<file path="config.mk">
export PLATFORM = sky130hd
export DESIGN_NAME = cns_sched
export DESIGN_NICKNAME = d
export VERILOG_FILES = /design/src/logic/cns_pkg.sv /design/src/logic/cns_sched.sv
export VERILOG_INCLUDE_DIRS = /design/src /design/src/logic
export SDC_FILE = /design/constraint.sdc
export NUM_CORES = 1
export LEC_CHECK = 0
export ABC_CLOCK_PERIOD_IN_PS = 10300
export BUFFER_PORTS_ARGS = -buffer_cell sky130_fd_sc_hd__buf_2
export CAP_MARGIN = 20
export CORE_ASPECT_RATIO = 1.25
export CORE_MARGIN = 3
export CORE_UTILIZATION = 32
export CTS_CLUSTER_DIAMETER = 120
export DETAILED_ROUTE_END_ITERATION = 6
export HOLD_SLACK_MARGIN = 0.08
export PLACE_DENSITY_LB_ADDON = 0.08
export SYNTH_ARGS = -nofsm -noshare
export SYNTH_HDL_FRONTEND = slang
export SYNTH_SLANG_ARGS = --single-unit
</file>
<file path="constraint.sdc">
create_clock -name CLK -period 10.3 [get_ports CLK]
set_input_delay 1.03 -clock CLK [delete_from_list [all_inputs] [get_ports CLK]]
set_output_delay 1.03 -clock CLK [all_outputs]
set_load 0.01 [all_outputs]
</file>
<file path="src/logic/cns_consts.svh">
`ifndef CNS_CONSTS_SVH
`define CNS_CONSTS_SVH

// Register byte offsets
`define CNS_A_CTRL 8'h00
`define CNS_A_ROT 8'h04
`define CNS_A_SDLY 8'h08
`define CNS_A_WDL 8'h0C
`define CNS_A_LIM0 8'h10
`define CNS_A_LIM1 8'h14
`define CNS_A_LIM2 8'h18
`define CNS_A_LIM3 8'h1C
`define CNS_A_STAT 8'h24
`define CNS_A_ASGN 8'h28
`define CNS_A_USTART 8'h2C

// Control bit positions
`define CNS_B_NET_ON 0
`define CNS_B_SEQ 1
`define CNS_B_RECONF 2
`define CNS_B_RESTART 3
`define CNS_B_TAKEOVER 4
`define CNS_B_INCL 5
`define CNS_B_WD_EN 6
`define CNS_B_START 7
`define CNS_B_STOP 8
`define CNS_ID_LSB 9
`define CNS_ID_MSB 11

// Status bit positions
`define CNS_S_E45 8
`define CNS_S_RUN 9
`define CNS_S_TAKE 10
`define CNS_S_FALL 11
`define CNS_S_MEM_LSB 12
`define CNS_S_TTR_LSB 16

// Reset values
`define CNS_CTRL_RST 12'h002
`define CNS_ROT_RST 16'h0E10
`define CNS_SDLY_RST 16'h000A
`define CNS_WDL_RST 16'h003C
`define CNS_TTR_RST 16'h0E10

// Timing
`define CNS_CLK_NS 4
`define CNS_SEC_NS 1000000000
`define CNS_TICK_CYCLES (`CNS_SEC_NS / `CNS_CLK_NS)

`define CNS_NUNITS 4
`define CNS_ID_MIN 3'h1
`define CNS_ID_MAX 3'h4

`endif

</file>
<file path="src/logic/cns_pkg.sv">
package cns_pkg;
  typedef enum logic [1:0] {CNS_ST_ON, CNS_ST_OFF, CNS_ST_ERR, CNS_ST_NONE}
    cns_status_t;
  typedef enum logic {CNS_NET_IDLE, CNS_NET_RUN} cns_net_t;
endpackage

</file>
<file path="src/logic/cns_sched.sv">
// Notes on behaviour
// - Each identifier slot reports running, stopped, fatal error or absent.
// - Fatal unit leaves algorithm; after clear, rejoins on manual start or on a good exchange while running.
// - Lost slave communication raises non-critical communication error E45.
// - Comm loss keeps status; later good exchange readmits a running unit.
// - After power returns, network restarts only if restart enabled.
// - With takeover on, highest-identifier slave takes master role on loss.
// - Watchdog times since last master packet; over limit, go automatic.
// - Sequential mode rotates limit pairs each rotation interval.
// - Rotation countdown runs only while network runs; value is kept.
// - Rotation never stops a unit; only active units rotate.
// - Each active unit takes next lower active unit's pair, cyclically.
// - Sequential reconfiguration: stopped unit gets lowest pair, the unit that held it takes the freed pair.
// - Cascade keeps pairs fixed to identifiers; interval ignored.
// - Cascade reconfiguration: stopped unit lowest, lower pairs move up.
// - Configured delay between successive compressor starts.
// - Algorithm type and network-on come from settings.
// - Commands come from master pressure and each unit's pair.
// - Time to rotation shows only in sequential mode.
// - Identifiers unique; link settings match on every controller.
// - Setting decides whether own compressor joins the algorithm.
// - Only identifiers one to four, without duplicates, participate.
// - Units found by search are admitted without halting the network.
// - Load below lower limit, unload above upper limit.
`timescale 1ns/10ps
`include "cns_consts.svh"

module cns_sched
  import cns_pkg::*;
#(
  parameter int unsigned TICK_CYCLES = `CNS_TICK_CYCLES
)
(
  input wire logic CLK, // System clock
  input wire logic RSTN, // Async reset, active low
  input wire logic HSEL, // AHB select
  input wire logic [31:0] HADDR, // AHB address
  input wire logic [1:0] HTRANS, // AHB transfer type
  input wire logic HWRITE, // AHB write
  input wire logic [2:0] HSIZE, // AHB size
  input wire logic [31:0] HWDATA, // AHB write data
  input wire logic HREADY, // AHB bus ready
  output logic [31:0] HRDATA, // AHB read data
  output logic HREADYOUT, // AHB slave ready
  output logic HRESP, // AHB response
  input wire logic [15:0] PRESSURE, // Own pressure measurement
  input wire logic [3:0] UNIT_PRESENT, // Unit found by search, per id
  input wire logic [3:0] UNIT_RUNNING, // Unit reports running
  input wire logic [3:0] UNIT_FATAL, // Unit reports fatal error
  input wire logic [3:0] UNIT_MANUAL_STOP, // Unit stopped by hand, pulse
  input wire logic [3:0] COMM_OK, // Good exchange with unit, pulse
  input wire logic [3:0] COMM_FAIL, // Failed exchange with unit, pulse
  input wire logic MASTER_PACKET, // Packet from master seen, pulse
  input wire logic MASTER_LOST, // Master link lost, level
  input wire logic POWER_RESTORED, // Power returned after failure, pulse
  output logic [3:0] LOAD_CMD, // Load command per unit
  output logic NET_RUNNING, // Network operation active
  output logic COMM_ERROR, // Communication error E45
  output logic TAKE_MASTER, // Assume master role
  output logic AUTO_FALLBACK // Slave falls back to automatic mode
);

  localparam int N = `CNS_NUNITS;

  logic [11:0] ctrl;
  logic [15:0] rot_int, start_dly, wd_limit;
  logic [15:0] lower [N];
  logic [15:0] upper [N];
  logic [1:0] base_pair [N];
  logic [1:0] eff_pair [N];
  logic [1:0] rot_pair [N];
  logic [1:0] pair_rank [N];
  logic [1:0] unit_rank [N];
  logic [3:0] member, started, unit_start;
  cns_net_t net;
  cns_status_t slot [N];
  logic [15:0] ttr, dly_cnt, wd_cnt;
  logic [27:0] pre_cnt;
  logic tick;
  logic wr_pend;
  logic [7:0] wr_addr;
  logic start_ev, stop_ev;
  logic [2:0] own_id;
  logic own_ok;
  logic [1:0] own_idx;
  logic [3:0] own_mask;
  logic rotate;

  assign HREADYOUT = 1'b1;
  assign HRESP = 1'b0;

  // Bus address phase
  always_ff @(posedge CLK or negedge RSTN)
  begin
    if (!RSTN)
    begin
      wr_pend <= 1'b0;
      wr_addr <= 8'h00;
    end
    else
    begin
      wr_pend <= HSEL & HREADY & HTRANS[1] & HWRITE;
      wr_addr <= HADDR[7:0];
    end
  end

  logic wr_ctrl;
  assign wr_ctrl = wr_pend & (wr_addr == `CNS_A_CTRL);
  assign start_ev = (wr_ctrl & HWDATA[`CNS_B_START] & HWDATA[`CNS_B_NET_ON])
    | (POWER_RESTORED & ctrl[`CNS_B_RESTART] & ctrl[`CNS_B_NET_ON]);
  assign stop_ev = (wr_ctrl & HWDATA[`CNS_B_STOP])
    | ~ctrl[`CNS_B_NET_ON];
  assign unit_start = (wr_pend & (wr_addr == `CNS_A_USTART)) ?
    HWDATA[3:0] : 4'h0;

  // Settings registers
  always_ff @(posedge CLK or negedge RSTN)
  begin
    if (!RSTN)
    begin
      ctrl <= `CNS_CTRL_RST;
      rot_int <= `CNS_ROT_RST;
      start_dly <= `CNS_SDLY_RST;
      wd_limit <= `CNS_WDL_RST;
      for (int i = 0; i < N; i++)
      begin
        lower[i] <= 16'h0000;
        upper[i] <= 16'h0000;
      end
    end
    else if (wr_pend)
    begin
      case (wr_addr)
        `CNS_A_CTRL: ctrl <= {HWDATA[`CNS_ID_MSB:`CNS_ID_LSB], 2'b00,
          HWDATA[`CNS_B_WD_EN:0]};
        `CNS_A_ROT: rot_int <= HWDATA[15:0];
        `CNS_A_SDLY: start_dly <= HWDATA[15:0];
        `CNS_A_WDL: wd_limit <= HWDATA[15:0];
        `CNS_A_LIM0, `CNS_A_LIM1, `CNS_A_LIM2, `CNS_A_LIM3:
        begin
          lower[wr_addr[3:2]] <= HWDATA[15:0];
          upper[wr_addr[3:2]] <= HWDATA[31:16];
        end
        default: ;
      endcase
    end
  end

  // Own identifier range check
  assign own_id = ctrl[`CNS_ID_MSB:`CNS_ID_LSB];
  assign own_ok = (own_id >= `CNS_ID_MIN)
    && (own_id <= `CNS_ID_MAX);
  assign own_idx = 2'(own_id - 3'h1);
  assign own_mask = (own_ok && !ctrl[`CNS_B_INCL]) ?
    4'(4'h1 << own_idx) : 4'h0;

  // One-second tick
  always_ff @(posedge CLK or negedge RSTN)
  begin
    if (!RSTN)
    begin
      pre_cnt <= 28'h0000000;
      tick <= 1'b0;
    end
    else
    begin
      tick <= (pre_cnt == 28'(TICK_CYCLES - 1));
      pre_cnt <= (pre_cnt == 28'(TICK_CYCLES - 1)) ? 28'h0000000 :
        pre_cnt + 28'h0000001;
    end
  end

  // Network run state
  always_ff @(posedge CLK or negedge RSTN)
  begin
    if (!RSTN)
      net <= CNS_NET_IDLE;
    else
    begin
      case (net)
        CNS_NET_IDLE: if (start_ev) net <= CNS_NET_RUN;
        CNS_NET_RUN: if (stop_ev || (member == 4'h0 && !start_ev))
          net <= CNS_NET_IDLE;
        default: net <= CNS_NET_IDLE;
      endcase
    end
  end
  assign NET_RUNNING = (net == CNS_NET_RUN);

  // Algorithm membership
  always_ff @(posedge CLK or negedge RSTN)
  begin
    if (!RSTN)
      member <= 4'h0;
    else if (start_ev && net == CNS_NET_IDLE)
      member <= UNIT_PRESENT & ~UNIT_FATAL & ~own_mask;
    else if (net != CNS_NET_RUN)
      member <= 4'h0;
    else
    begin
      for (int i = 0; i < N; i++)
      begin
        if (UNIT_FATAL[i] || UNIT_MANUAL_STOP[i] || own_mask[i])
          member[i] <= 1'b0;
        else if (UNIT_PRESENT[i] && (unit_start[i]
                 || (COMM_OK[i] && UNIT_RUNNING[i])))
          member[i] <= 1'b1;
      end
    end
  end

  // Pair ranking, rank 0 holds the highest lower limit
  always_comb
  begin
    for (int p = 0; p < N; p++)
    begin
      pair_rank[p] = 2'd0;
      for (int q = 0; q < N; q++)
        if (q != p && (lower[q] > lower[p] || (lower[q] == lower[p] && q < p)))
          pair_rank[p] = pair_rank[p] + 2'd1;
    end
  end

  // Effective assignment with reconfiguration
  always_comb
  begin
    logic [2:0] nact;
    logic [1:0] r;
    logic [1:0] m;
    logic [1:0] cnt;
    logic [3:0] held;
    nact = 3'd0;
    r = 2'd0;
    m = 2'd0;
    cnt = 2'd0;
    held = 4'h0;
    for (int v = 0; v < N; v++)
    begin
      unit_rank[v] = pair_rank[base_pair[v]];
      nact = nact + {2'b00, member[v]};
      if (member[v])
        held[unit_rank[v]] = 1'b1;
    end
    for (int u = 0; u < N; u++)
    begin
      r = unit_rank[u];
      if (ctrl[`CNS_B_RECONF] && !member[u])
      begin
        r = nact[1:0];
        for (int v = 0; v < N; v++)
          if (!member[v] && unit_rank[v] < unit_rank[u])
            r = r + 2'd1;
      end
      else if (ctrl[`CNS_B_RECONF] && !ctrl[`CNS_B_SEQ])
      begin
        // Cascade: active units below a dropped one move up a place
        r = 2'd0;
        for (int v = 0; v < N; v++)
          if (member[v] && unit_rank[v] < unit_rank[u])
            r = r + 2'd1;
      end
      else if (ctrl[`CNS_B_RECONF] && {1'b0, unit_rank[u]} >= nact)
      begin
        // Sequential: a displaced active unit takes a freed upper pair
        m = 2'd0;
        for (int v = 0; v < N; v++)
          if (member[v] && {1'b0, unit_rank[v]} >= nact
              && unit_rank[v] < unit_rank[u])
            m = m + 2'd1;
        cnt = 2'd0;
        for (int q = 0; q < N; q++)
          if (3'(q) < nact && !held[q])
          begin
            if (cnt == m)
              r = 2'(q);
            cnt = cnt + 2'd1;
          end
      end
      eff_pair[u] = base_pair[u];
      for (int p = 0; p < N; p++)
        if (pair_rank[p] == r)
          eff_pair[u] = 2'(p);
    end
  end

  // Cyclic shift among active units
  always_comb
  begin
    logic found;
    logic [1:0] j;
    found = 1'b0;
    j = 2'd0;
    for (int i = 0; i < N; i++)
    begin
      rot_pair[i] = eff_pair[i];
      found = 1'b0;
      for (int k = 1; k < N; k++)
      begin
        j = 2'(i - k);
        if (member[i] && !found && member[j])
        begin
          rot_pair[i] = eff_pair[j];
          found = 1'b1;
        end
      end
    end
  end

  assign rotate = (net == CNS_NET_RUN) && ctrl[`CNS_B_SEQ] && tick
    && (ttr <= 16'h0001);

  // Rotation countdown and stored assignment
  always_ff @(posedge CLK or negedge RSTN)
  begin
    if (!RSTN)
    begin
      ttr <= `CNS_TTR_RST;
      for (int i = 0; i < N; i++)
        base_pair[i] <= 2'(i);
    end
    else if (rotate)
    begin
      ttr <= rot_int;
      for (int i = 0; i < N; i++)
        base_pair[i] <= rot_pair[i];
    end
    else if ((net == CNS_NET_RUN) && ctrl[`CNS_B_SEQ] && tick)
      ttr <= ttr - 16'h0001;
    else if (!ctrl[`CNS_B_SEQ])
    begin
      // Cascade pins every pair to its own identifier
      for (int i = 0; i < N; i++)
        base_pair[i] <= 2'(i);
    end
  end

  // Staggered starts
  always_ff @(posedge CLK or negedge RSTN)
  begin
    if (!RSTN)
    begin
      started <= 4'h0;
      dly_cnt <= 16'h0000;
    end
    else if (net != CNS_NET_RUN)
    begin
      started <= 4'h0;
      dly_cnt <= 16'h0000;
    end
    else if (dly_cnt == 16'h0000 && (member & ~started) != 4'h0)
    begin
      started <= (started & member)
        | ((member & ~started) & ~((member & ~started) - 4'h1));
      dly_cnt <= start_dly;
    end
    else
    begin
      started <= started & member;
      if (tick && dly_cnt != 16'h0000)
        dly_cnt <= dly_cnt - 16'h0001;
    end
  end

  // Load and unload commands from own pressure
  always_ff @(posedge CLK or negedge RSTN)
  begin
    if (!RSTN)
      LOAD_CMD <= 4'h0;
    else
    begin
      for (int i = 0; i < N; i++)
      begin
        if (!(member[i] && started[i]))
          LOAD_CMD[i] <= 1'b0;
        else if (PRESSURE < lower[eff_pair[i]])
          LOAD_CMD[i] <= 1'b1;
        else if (PRESSURE > upper[eff_pair[i]])
          LOAD_CMD[i] <= 1'b0;
      end
    end
  end

  // Per-identifier status
  always_comb
  begin
    for (int i = 0; i < N; i++)
    begin
      if (!UNIT_PRESENT[i])
        slot[i] = CNS_ST_NONE;
      else if (UNIT_FATAL[i])
        slot[i] = CNS_ST_ERR;
      else if (UNIT_RUNNING[i])
        slot[i] = CNS_ST_ON;
      else
        slot[i] = CNS_ST_OFF;
    end
  end

  // Communication error, a new failure wins over a clear
  always_ff @(posedge CLK or negedge RSTN)
  begin
    if (!RSTN)
      COMM_ERROR <= 1'b0;
    else if (|COMM_FAIL)
      COMM_ERROR <= 1'b1;
    else if (|COMM_OK)
      COMM_ERROR <= 1'b0;
  end

  // Master takeover and slave watchdog
  always_ff @(posedge CLK or negedge RSTN)
  begin
    if (!RSTN)
      TAKE_MASTER <= 1'b0;
    else
      TAKE_MASTER <= ctrl[`CNS_B_TAKEOVER] & MASTER_LOST & own_ok
        & ((UNIT_PRESENT >> own_id) == 4'h0);
  end

  always_ff @(posedge CLK or negedge RSTN)
  begin
    if (!RSTN)
    begin
      wd_cnt <= 16'h0000;
      AUTO_FALLBACK <= 1'b0;
    end
    else if (!ctrl[`CNS_B_WD_EN] || MASTER_PACKET)
    begin
      wd_cnt <= 16'h0000;
      AUTO_FALLBACK <= 1'b0;
    end
    else
    begin
      if (tick && wd_cnt != 16'hFFFF)
        wd_cnt <= wd_cnt + 16'h0001;
      if (wd_cnt > wd_limit)
        AUTO_FALLBACK <= 1'b1;
    end
  end

  // Read data, registered in the address phase
  always_ff @(posedge CLK or negedge RSTN)
  begin
    if (!RSTN)
      HRDATA <= 32'h00000000;
    else if (HSEL && HREADY && HTRANS[1] && !HWRITE)
    begin
      case (HADDR[7:0])
        `CNS_A_CTRL: HRDATA <= {20'h00000, ctrl};
        `CNS_A_ROT: HRDATA <= {16'h0000, rot_int};
        `CNS_A_SDLY: HRDATA <= {16'h0000, start_dly};
        `CNS_A_WDL: HRDATA <= {16'h0000, wd_limit};
        `CNS_A_LIM0, `CNS_A_LIM1, `CNS_A_LIM2, `CNS_A_LIM3:
          HRDATA <= {upper[HADDR[3:2]], lower[HADDR[3:2]]};
        `CNS_A_STAT: HRDATA <= {(ctrl[`CNS_B_SEQ] ? ttr : 16'h0000),
          member, AUTO_FALLBACK, TAKE_MASTER, NET_RUNNING, COMM_ERROR,
          slot[3], slot[2], slot[1], slot[0]};
        `CNS_A_ASGN: HRDATA <= {24'h000000, eff_pair[3], eff_pair[2],
          eff_pair[1], eff_pair[0]};
        default: HRDATA <= 32'h00000000;
      endcase
    end
    else
      HRDATA <= 32'h00000000;
  end

endmodule

</file>
==> reports/results.md <==
| Quantity | Value | Unit |
|:---|:---|:---|
| Maximum frequency from static timing analysis | 100 | MHz |
| Drt first-iter violations | 1785 | - |
| Number of clock sinks seen by CTS | 328 | - |
| Footprint of the multi-input gates | 20400 | µm² |
| # Max-Cap Violations | 0 | - |
| RSZ-0062 raised after global routing | true | - |
| Crit path DAT | 10.47 | ns |
| Data required time of the worst path | 10.81 | ns |
| Cell leakage power | 17.5 | nW |
| Worst path max stage delay | 0.55 | ns |
| Wire length after detailed routing | 125000 | µm |
| Cell with the largest stage delay on the worst path | sky130_fd_sc_hd__mux4_2 | - |
| Maximum number of pins on one net before global-route repair | 123 | - |
| CTS tree | yes | - |
| Largest vdd supply drop | 0.300 | mV |
| Avg Inst Size Synth | 8.93 | µm² |
| Summed area of non-filler cells in the final layout | 37400 | µm² |
| I/O pins | 159 | - |
| Die extent in y | 343 | µm |
| Synthesized netlist net count | 3659 | - |
| Total half-perimeter wirelength after legalization and detailed placement | 97300 | µm |
| Critical path capture point type | register | - |
| Setup Crit Path Kind | reg -> reg | - |
| Pre-antenna DRT Iters | 5 | - |
| Outcome | complete, no violations | - |
| Maximum count of clock buffers along a single path | 3 | - |
| Adder-cell share of the synthesized area | 12.7 | % |
| Final-stage net count | 4235 | - |
| Syn Std Cell Area | 29000 | µm² |
| Commonest register cell after synthesis | sky130_fd_sc_hd__dfrtp_1 | - |
| Via count of the first global-routing pass | 28059 | - |
| Mux cell area share after synthesis | 17.2 | % |
| Classification of the worst-slack hold path | reg -> reg | - |
| H-tree levels | 2 | - |
| Last weighted congestion value of the routability-driven placer | 0.915 | - |
| Largest fanout of any net on the critical path | 6 | - |
| Worst-case clock skew | 0.0147 | ns |
| Synth cell types | 113 | - |
| Worst path buffer plus inverter count | 11 | - |
| Number of enable flip-flop cells after synthesis | 0 | - |
| Remaining number of nets flagged by the antenna check after routing | 0 | - |
| Fillers | 8906 | - |
| Post-synthesis xor/xnor area fraction | 3.23 | % |
| Relative max-transition margin | 25.6 | % |
| Basic-gate share of the synthesized area counting and, or, nand and nor cells | 15.8 | % |
| Worst-path clk slew | 0.06 | ns |
| Vias post-DR | 27819 | - |
| Drt wl/cell | 24.8 | µm |
| Initial core utilization | 32.5 | % |
| Placeable core region | 89100 | µm² |
| Overall Global Routing Usage | 26.0 | % |
| Total number of placement rows | 122 | - |
| DIE AREA | 94300 | µm² |
| Fraction of the cycle the final worst path needs | 96.7 | % |
| Remaining routing DRC violations | 0 | - |
| Post-synthesis to final-layout area growth | 28.8 | % |
| Final Hold Slack | 0.481 | ns |
| Port bufs | 128 | - |
| Clock root buffer | sky130_fd_sc_hd__clkbuf_16 | - |
| Dominant combinational cell family by area after synthesis | compound AO/OA/AOI/OAI gates | - |
| Die outline width | 275 | µm |
| Max-slew violation total from the final report | 0 | - |
| Hold-fix buffers at CTS | 0 | - |
| Fraction of layout instances using a drive strength above 1 | 32.3 | % |
| Number of endpoints with negative hold slack in the final report | 0 | - |
| Sequential-to-total area share from yosys stat | 28.4 | % |
| Skew-Pair Late Insertion Delay | 0.59 | ns |
| Pwr per Cell Area | 327 | nW/µm² |
| Final Total Pwr | 12.2 | mW |
| Vias per inst | 5.53 | - |
| Top delay family on crit path | compound AO/OA/AOI/OAI gates | - |
| Clock buffers created by TritonCTS | 38 | - |
| Worst slew pin tran | 1.11 | ns |
| Post-synth ARST share | 100 | % |
| Post-route minimum period | 9.96 | ns |
| Worst setup SP type | register | - |
| First-pass GRT wire length | 184000 | µm |
| Initial antenna violation count | 7 | - |
| Leftover overflow at the end of global routing | 0 | - |
| Number of storage elements in the synthesis netlist | 328 | - |
| Final setup violation count | 0 | - |
| Register Area | 8230 | µm² |
| Number of synthesis warnings | 0 | - |
| Post-synthesis compound-gate area fraction | 17.9 | % |
| Number of instances in the synthesized netlist | 3248 | - |
| Placed inst area | 34600 | µm² |
==> cells in the final DEF (no fill, tap or decap), types with 19 or more instances in the layout <==
cell type,Yosys,final
sky130_fd_sc_hd__buf_4,20,540
sky130_fd_sc_hd__nand2_1,336,332
sky130_fd_sc_hd__dfrtp_1,309,308
sky130_fd_sc_hd__ha_1,292,276
sky130_fd_sc_hd__o21ai_0,299,262
sky130_fd_sc_hd__mux2_2,211,210
sky130_fd_sc_hd__nor2_1,192,186
sky130_fd_sc_hd__mux2i_1,163,159
sky130_fd_sc_hd__a21oi_1,193,158
sky130_fd_sc_hd__inv_1,150,137
sky130_fd_sc_hd__buf_2,15,127
sky130_fd_sc_hd__nand3_1,61,61
sky130_fd_sc_hd__xnor2_1,69,61
sky130_fd_sc_hd__nor3_1,66,58
sky130_fd_sc_hd__nand4_1,57,57
sky130_fd_sc_hd__o21ai_1,19,47
sky130_fd_sc_hd__nor2b_1,47,45
sky130_fd_sc_hd__nand2b_1,44,43
sky130_fd_sc_hd__clkbuf_16,0,39
sky130_fd_sc_hd__mux4_2,36,36
sky130_fd_sc_hd__a21o_1,34,34
sky130_fd_sc_hd__a21oi_2,0,33
sky130_fd_sc_hd__a22oi_1,33,33
sky130_fd_sc_hd__xor2_1,31,29
sky130_fd_sc_hd__a31oi_1,30,28
sky130_fd_sc_hd__or3_1,31,27
sky130_fd_sc_hd__dfstp_2,19,19
==> area by class of cell <==
class,count,area share [%]
multi-input combinational,2593,54.6
sequential,328,22.0
timing repair buffer,705,14.2
tap,1178,3.94
clock buffer,53,3.02
inverter,158,1.62
clock inverter,15,0.566
antenna,3,0.0201
==> flip-flops by register name, summed over array words and instances, names as in the netlist, 4 cells and up <==
| register | cells |
|---|---|
| ttr | 16 |
| upper | 64 |
| start_dly | 16 |
| LOAD_CMD | 4 |
| HRDATA | 32 |
| rot_int | 16 |
| wd_limit | 16 |
| lower | 64 |
| wd_cnt | 16 |
| dly_cnt | 16 |
| base_pair | 8 |
| wr_addr | 8 |
| ctrl | 10 |
| member | 4 |
| pre_cnt | 28 |
| started | 4 |
==> metrics by stage <==
step                      setup WS, ns  utilization (%)  TNS [ns]  cells
after global placement          -0.623             38.8     -1.69   4912
after detailed placement        -0.693             38.8     -1.84   4912
after CTS                      -0.0206             40.6   -0.0206   4991
after floorplan                  0.649                -         0   3248
final                            0.338             41.9         0   5033
after global routing            -0.257             41.9    -0.641   5030
==> cell usage after synthesis, types with 33 or more instances <==
cell                       number  area (µm²)
sky130_fd_sc_hd__nand2_1      336        1260
sky130_fd_sc_hd__dfrtp_1      309        7730
sky130_fd_sc_hd__o21ai_0      299        1500
sky130_fd_sc_hd__ha_1         292        3650
sky130_fd_sc_hd__mux2_2       211        2380
sky130_fd_sc_hd__a21oi_1      193         966
sky130_fd_sc_hd__nor2_1       192         721
sky130_fd_sc_hd__mux2i_1      163        1630
sky130_fd_sc_hd__inv_1        150         563
sky130_fd_sc_hd__clkbuf_1     110         413
sky130_fd_sc_hd__xnor2_1       69         604
sky130_fd_sc_hd__nor3_1        66         330
sky130_fd_sc_hd__nand3_1       61         305
sky130_fd_sc_hd__nand4_1       57         357
sky130_fd_sc_hd__nor2b_1       47         294
sky130_fd_sc_hd__nand2b_1      44         275
sky130_fd_sc_hd__mux4_2        36         811
sky130_fd_sc_hd__a21o_1        34         255
sky130_fd_sc_hd__a22oi_1       33         248
==> power breakdown <==
| group | leakage [nW] | switching (mW) | internal (mW) |
|---|---|---|---|
| clock | 0.648 | 0.614 | 0.870 |
| combinational | 12.8 | 5.03 | 4.38 |
| sequential | 4.08 | 0.0245 | 1.31 |
==> worst paths after layout <==
path	start	to	slack (ns)	cells after the start
setup reg to reg	lower[49]	LOAD_CMD[2]	0.34	58
setup / recovery	lower[49]	LOAD_CMD[2]	0.34	58
hold reg to reg	pre_cnt[6]	pre_cnt[6]	0.48	1
max in group asynchronous	RSTN	rot_int[8]	8.16	2
hold / removal	pre_cnt[6]	pre_cnt[6]	0.48	1
min in group asynchronous	RSTN	pre_cnt[22]	0.55	1
==> worst register-to-register path, delay by kind of cell (launching register included) <==
family,cells,cell delay [ns]
AOI/OAI and AO/OA,23,3.81
xor gates and xnor gates,3,0.46
and+or+nand+nor,14,1.71
DFF,1,0.41
buffers and inverters,11,1.51
adders and majority gates,5,1.08
muxes,2,0.90
==> repair_timing <==
action	in CTS	in global routing
buffers inserted	10	38
pin swaps	15	102
cloned	1	0
setup endpoints to repair	4	4
gates resized for setup	44	195
==> per-layer routing <==
metal	routed length [µm]	track usage (%)	vias to the layer above
met1	50600	31.4	13828
li1	-	-	13077
met3	4770	3.01	242
met4	7990	13.8	6
met2	61600	45.2	666
met5	47	0	-
==> logic make-up after synthesis <==
kind of cell / after synthesis
flip-flops: 328
XOR/XNOR: 103
AND/OR/NAND/NOR: 947
other: 2
adder cells (fa/ha/maj): 294
buffers and inverters: 327
multiplexers: 423
AO/OA/AOI/OAI: 824
No activity file was read; power rests on OpenSTA's default activity.
